[src/dctom_regs.vh]
// dctom_regs.vh - constants for the dual channel torque-off monitor
// assumes a 100 MHz system clock; included by bare name
`ifndef DCTOM_REGS_VH
`define DCTOM_REGS_VH

// one second of system clock cycles
`define DCTOM_SKEW_LIMIT_CYC 27'h5F5E100
`define DCTOM_CNT_W 27

`endif

[src/dctom_monitor.v]
// dctom_monitor.v - dual channel safe_torque_off input monitor
// assumes shutdown inputs are raw pins; rst is the power-on reset
//
// Operation
// - two separate shutdown inputs, evaluated as independent channels
// - both off within skew: disable power stage, coast, raise error
// - coordinated shutdown re-enables only after fault reset command
// - one input off or skew one second or more: disable, discrepancy error
// - discrepancy error ignores fault reset; only power cycle clears it
// - shutdown inputs always use source-type polarity, not the digital input setting
// - input active when sourced current flows in, otherwise inactive
// - torque removal does not depend on any motion feedback
`include "dctom_regs.vh"
`default_nettype none

module dctom_monitor #(
   parameter [`DCTOM_CNT_W-1:0] SKEW_LIMIT_CYC = `DCTOM_SKEW_LIMIT_CYC
) (
   input wire clk,
   input wire rst,
   input wire shutdown_in_chan_a,
   input wire shutdown_in_chan_b,
   input wire fault_reset,
   input wire brake_delay_req,
   output reg power_stage_en,
   output reg torque_off_err,
   output reg discrepancy_err,
   output reg brake_release,
   output reg fault_reset_ignored
);

   ////////////////////////////////////////////////////////////////////////
   // state codes and counter constants

   localparam [1:0] ST_RUN = 2'h0;
   localparam [1:0] ST_SKEW = 2'h1;
   localparam [1:0] ST_COORD = 2'h2;
   localparam [1:0] ST_DISCR = 2'h3;
   localparam [`DCTOM_CNT_W-1:0] CNT_ZERO = {`DCTOM_CNT_W{1'b0}};
   localparam [`DCTOM_CNT_W-1:0] CNT_ONE = {{(`DCTOM_CNT_W-1){1'b0}}, 1'b1};

   ////////////////////////////////////////////////////////////////////////
   // channel decode and skew limit helpers

   // both channels sourcing current
   function both_on;
      input a_in;
      input b_in;
      begin
         both_on = a_in & b_in;
      end
   endfunction

   // both channels without current
   function both_off;
      input a_in;
      input b_in;
      begin
         both_off = ~a_in & ~b_in;
      end
   endfunction

   // exactly one channel without current
   function one_off;
      input a_in;
      input b_in;
      begin
         one_off = a_in ^ b_in;
      end
   endfunction

   // skew counter at or past its limit
   function limit_hit;
      input [`DCTOM_CNT_W-1:0] cnt_in;
      input [`DCTOM_CNT_W-1:0] lim_in;
      begin
         limit_hit = (cnt_in >= lim_in);
      end
   endfunction

   ////////////////////////////////////////////////////////////////////////
   // input synchronisers

   wire a_on;
   wire b_on;

   // source-type only: high level means current flows
   dctom_sync u_sync_a (
      .clk(clk),
      .rst(rst),
      .din(shutdown_in_chan_a),
      .dout(a_on)
   );

   dctom_sync u_sync_b (
      .clk(clk),
      .rst(rst),
      .din(shutdown_in_chan_b),
      .dout(b_on)
   );

   ////////////////////////////////////////////////////////////////////////
   // arming

   reg armed_q;

   // power-up needs both channels active once before enabling
   always @(posedge clk or posedge rst) begin
      if (rst) begin
         armed_q <= 1'b0;
      end else if (both_on(a_on, b_on)) begin
         armed_q <= 1'b1;
      end
   end

   ////////////////////////////////////////////////////////////////////////
   // state machine

   reg [1:0] state_q;
   reg [1:0] state_d;
   reg [`DCTOM_CNT_W-1:0] cnt_q;
   reg [`DCTOM_CNT_W-1:0] cnt_d;
   wire skew_over;

   assign skew_over = limit_hit(cnt_q, SKEW_LIMIT_CYC);

   always @* begin
      state_d = state_q;
      cnt_d = cnt_q;
      case (state_q)
         ST_RUN: begin
            cnt_d = CNT_ZERO;
            if (armed_q && both_off(a_on, b_on)) begin
               state_d = ST_COORD;
            end else if (armed_q && one_off(a_on, b_on)) begin
               state_d = ST_SKEW;
               cnt_d = CNT_ONE;
            end
         end
         ST_SKEW: begin
            if (both_off(a_on, b_on)) begin
               state_d = ST_COORD;
            end else if (skew_over) begin
               state_d = ST_DISCR;
            end else begin
               cnt_d = cnt_q + CNT_ONE;
            end
         end
         ST_COORD: begin
            // leave only on fault reset with both channels active
            if (fault_reset && both_on(a_on, b_on)) begin
               state_d = ST_RUN;
            end
         end
         ST_DISCR: begin
            state_d = ST_DISCR;
         end
         default: begin
            state_d = ST_DISCR;
         end
      endcase
   end

   always @(posedge clk or posedge rst) begin
      if (rst) begin
         state_q <= ST_RUN;
         cnt_q <= CNT_ZERO;
      end else begin
         state_q <= state_d;
         cnt_q <= cnt_d;
      end
   end

   ////////////////////////////////////////////////////////////////////////
   // power stage and brake, no motion feedback involved

   wire run_d;

   assign run_d = (state_d == ST_RUN) && armed_q && both_on(a_on, b_on);

   always @(posedge clk or posedge rst) begin
      if (rst) begin
         power_stage_en <= 1'b0;
      end else begin
         power_stage_en <= run_d;
      end
   end

   // brake delay request ignored once torque-off trips
   always @(posedge clk or posedge rst) begin
      if (rst) begin
         brake_release <= 1'b0;
      end else begin
         brake_release <= run_d && !brake_delay_req;
      end
   end

   ////////////////////////////////////////////////////////////////////////
   // error indications

   always @(posedge clk or posedge rst) begin
      if (rst) begin
         torque_off_err <= 1'b0;
         discrepancy_err <= 1'b0;
      end else begin
         torque_off_err <= (state_d == ST_COORD);
         discrepancy_err <= (state_d == ST_DISCR);
      end
   end

   // fault reset refused while discrepancy is latched
   always @(posedge clk or posedge rst) begin
      if (rst) begin
         fault_reset_ignored <= 1'b0;
      end else begin
         fault_reset_ignored <= fault_reset && (state_q == ST_DISCR);
      end
   end

endmodule

`default_nettype wire

[src/dctom_sync.v]
// dctom_sync.v - two flip-flop synchroniser for one pin level
// assumes din is asynchronous to clk
`default_nettype none

module dctom_sync (
   input wire clk,
   input wire rst,
   input wire din,
   output reg dout
);

   reg meta_q;

   always @(posedge clk or posedge rst) begin
      if (rst) begin
         meta_q <= 1'b0;
         dout <= 1'b0;
      end else begin
         meta_q <= din;
         dout <= meta_q;
      end
   end

endmodule

`default_nettype wire

[config.mk]
export PLATFORM = sky130hd
export DESIGN_NAME = dctom_monitor
export DESIGN_NICKNAME = d
export VERILOG_FILES = /design/src/dctom_monitor.v /design/src/dctom_sync.v
export VERILOG_INCLUDE_DIRS = /design/src
export SDC_FILE = /design/constraint.sdc
export NUM_CORES = 1
export LEC_CHECK = 0
export ABC_AREA = 1
export BUFFER_PORTS_ARGS = -buffer_cell sky130_fd_sc_hd__buf_4
export CORE_ASPECT_RATIO = 1.75
export CORE_MARGIN = 5
export CORE_UTILIZATION = 30
export DETAILED_ROUTE_END_ITERATION = 10
export GPL_ROUTABILITY_DRIVEN = 0
export MAX_ROUTING_LAYER = met4
export SYNTH_ARGS = -nofsm -noshare
export SYNTH_HDL_FRONTEND = slang
export SYNTH_SLANG_ARGS = --single-unit
[constraint.sdc]
create_clock -name clk -period 2.8 [get_ports clk]
set_input_delay 0.28 -clock clk [delete_from_list [all_inputs] [get_ports clk]]
set_output_delay 0.28 -clock clk [all_outputs]
set_load 0.05 [all_outputs]
==> metrics.md <==
| Metric | Value |
|---|---|
| Initial antenna violation count | 0 |
| Final worst path period need | 2.07 ns |
| Sequential fraction of the synthesis area | 0.391 |
| MaxCap Viol Count | 0 |
| Critical path capture point type | flip-flop |
| I/O Pins | 11 |
| Skew-Pair Late Insertion Delay | just under 0.3 ns |
| Clock sink count | 39 |
| Row count | 44 |
| Synthesized flop and latch total | 39 |
| Fraction of layout cells with a size suffix above 1 | 0.0703 |
| Final Cell Area | 2770 um^2 |
| Crit Path Class | flip-flop to flip-flop |
| PostCTS Resize Cnt | 0 |
| Die width | slightly below 80 um |
| ANT cells | 0 |
| Netlist cell types | 25 |
| Cts bufs inserted | 5 |
| Max Buffers Root-to-Sink | 2 |
| H-tree depth | 2 |
| Hold slack | 0.0993 ns |
| Static leakage | about 1.2 nW |
| Largest net degree at the start of global routing | 37 |
| Largest family of logic cells by synthesized area | simple AND/OR/NAND/NOR gates |
| Final hold viol count | 0 |
| Initial Util | 0.304 |
| Yosys warns | 0 |
| Hold Crit Class | input pin to asynchronous set/reset pin |
| Dpl ws | approximately 0.73 ns |
| Port bufs | 10 |
| Residual DRC count | 0 |
| Post-CTS Setup Bufs | 0 |
| VDD IR-drop max | 0.000532 V |
| Root buf cell | clkbuf_16 |
| Vias in the first global route | 2,328 |
| Die height | 131 um |
| Synth Area in Compound Gates | 0.0432 |
| Final #Nets | between 300 and 400 |
| Slew @ Worst Pin | 0.741 ns |
| Arrival @ worst endpoint | 2.23 ns |
| Clk_skew | 0.00512 ns |
| Final Worst Setup Slack | 0.730 ns |
| Synth Area in Simple Gates | 0.421 |
| XOR/XNOR Fraction of Synth Area | 0.0386 |
| Highest clock rate | roughly 480 MHz |
| Setup total negative slack | 0 ns |
| Final wirelength | 6560 um |
| CP Cell Sequence | inv_1 > ha_1 > nand2_1 > nor2_1 > nand3_1 > nor2_1 > nor2_1 > nand2_2 > nand2_4 > nand2_1 > o21ai_1 |
| Final period utilization | 0.739 |
| # setup viols final | 0 |
| Final HPWL DP | 5110 um |
| Pwr dens | 636 nW/um^2 |
| Drt wl/cell | 13.8 um |
| Post-synthesis cell area | 2490 um^2 |
| Synth Area in Adders | 0.0201 |
| Finished Core Util | 0.338 |
| Max-slew violation count | 0 |
| CORE AREA | 8200 um^2 |
| Initial DRC Count | 85 |
| CP max stage cell | dfrtp_1 |
| First-pass GRT wire length | 10,700 um |
| Max FO, Critical Path | 36 |
| Cell Area, Placed | 2630 um^2 |
| Synth Instances | 373 |
| Startpoint Class | flip-flop |
| RSZ-0062 raised after global routing | no |
| Worst path required time | 2.96 ns |
| DR vias/cell | 4.88 |
| Most frequent CP cell | nor2_1 |
| TritonRoute pass-1 iters | 4 |
| Gr ovfl total | 0 |
| Global-route usage over all layers | 0.141 |
| Filler cells | roughly 880 |
| Area Overhead vs Synth | 11.1% |
| Syn Nets | 383 |
| Vias | 2,323 |
| CTS hold repair buffers | 0 |
| Clock Pin Slew Worst Setup and Hold Paths | about 0.060 ns |
| CP max stage delay | 0.43 ns |
| Post-DRT Antenna Nets | 0 |
| CTS tree | done |
| Post-synthesis mux area share | 0 |
| Slew HR | 0.506 |
| Die area | around 10,000 um^2 |
| Syn_area_per_cell | ~6.7 um^2 |
| Status | finished, final reports clean |
## cell usage after synthesis
cell type	instances	share of area
a21boi_1	2	0.0060
a21o_1	1	0.0030
a21oi_1	2	0.0040
buf_2	2	0.0040
buf_6	3	0.014
buf_8	1	0.0060
clkbuf_1	2	0.0030
clkinv_1	1	0.0015
dfrtp_1	39	0.39
ha_1	4	0.020
inv_1	37	0.056
inv_2	1	0.0015
nand2_1	122	0.18
nand2_2	2	0.0050
nand2_4	1	0.0045
nand3_1	41	0.082
nand4_1	5	0.013
nor2_1	63	0.095
nor2_2	4	0.010
nor3_1	13	0.026
nor4_1	1	0.0025
o21ai_0	5	0.010
o21ai_1	10	0.020
xnor2_1	3	0.011
xor2_1	8	0.028
## critical path, delay by kind of cell, from the launching register on
| kind | cells | cell delay, ns |
|---|---|---|
| buffers and inverters | 1 | 0.13 |
| DFF | 1 | 0.43 |
| and+or+nand+nor | 8 | 1.13 |
| adders and majority gates | 1 | 0.15 |
| AOI/OAI and AO/OA | 1 | 0.07 |
## routing by layer
layer	part of all wire	up-vias	global-route usage
met4	0.081	0	0.118
met5	0	-	-
met2	0.55	55	0.259
met1	0.35	1048	0.126
li1	-	1189	-
met3	0.024	31	0.0199
## per-stage QoR
| stage | power (mW) | cells |
|---|---|---|
| after floorplan | 1.14 | 373 |
| after global placement | 1.21 | 468 |
| after detailed placement | 1.21 | 468 |
| after CTS | 1.78 | 476 |
| after global routing | 1.87 | 476 |
| final | 1.76 | 476 |
## report_power, final
group          internal, mW  switching, mW  leakage, nW
registers             0.617         0.0476        0.520
logic                 0.111          0.420        0.660
clock network         0.328          0.239       0.0658
## flip-flops by register name (all words and copies together) (netlist names)
signal	count
armed_q	1
brake_release	1
cnt_q	27
discrepancy_err	1
fault_reset_ignored	1
power_stage_en	1
state_q	2
torque_off_err	1
u_sync_a.dout	1
u_sync_a.meta_q	1
u_sync_b.dout	1
u_sync_b.meta_q	1
## final cells by class
type	instances	area (um^2)	area share
clock buffer	5	125	0.0452
clock inverter	3	20.0	0.00723
inverter	39	146	0.0528
multi-input combinational	287	1310	0.471
sequential	39	976	0.352
tap	92	115	0.0416
timing repair buffer	11	82.6	0.0298
## cells in the final DEF (no fill, tap or decap)
cell type   count
a21boi_1        2
a21o_1          1
a21oi_1         2
buf_4          11
clkbuf_16       5
clkinv_1        1
clkinv_2        1
clkinvlp_4      2
dfrtp_1        39
ha_1            4
inv_1          37
inv_2           1
nand2_1       122
nand2_2         2
nand2_4         1
nand3_1        41
nand4_1         5
nor2_1         63
nor2_2          4
nor3_1         13
nor4_1          1
o21ai_0         5
o21ai_1        10
xnor2_1         3
xor2_1          8
## cell families (layout without fill, tap and decap cells)
| group | after synthesis | count (layout) |
|---|---|---|
| xor+xnor | 11 | 11 |
| simple gates | 252 | 252 |
| buf+inv | 47 | 58 |
| fa+ha+maj | 4 | 4 |
| flops | 39 | 39 |
| compound gates | 20 | 20 |
## worst paths after layout
check                      cells past startpoint               to               start  slack, ns
max reg2reg                                   11         cnt_q[7]            cnt_q[0]       0.73
min                                            2         cnt_q[7]                 rst        0.1
max in group asynchronous                      3        cnt_q[16]                 rst       1.92
min reg2reg                                    0    u_sync_a.dout     u_sync_a.meta_q       0.35
max                                           11         cnt_q[7]            cnt_q[0]       0.73
min in group clk                               1  u_sync_b.meta_q  shutdown_in_chan_b       0.10
(Power assumes the default switching activity.)
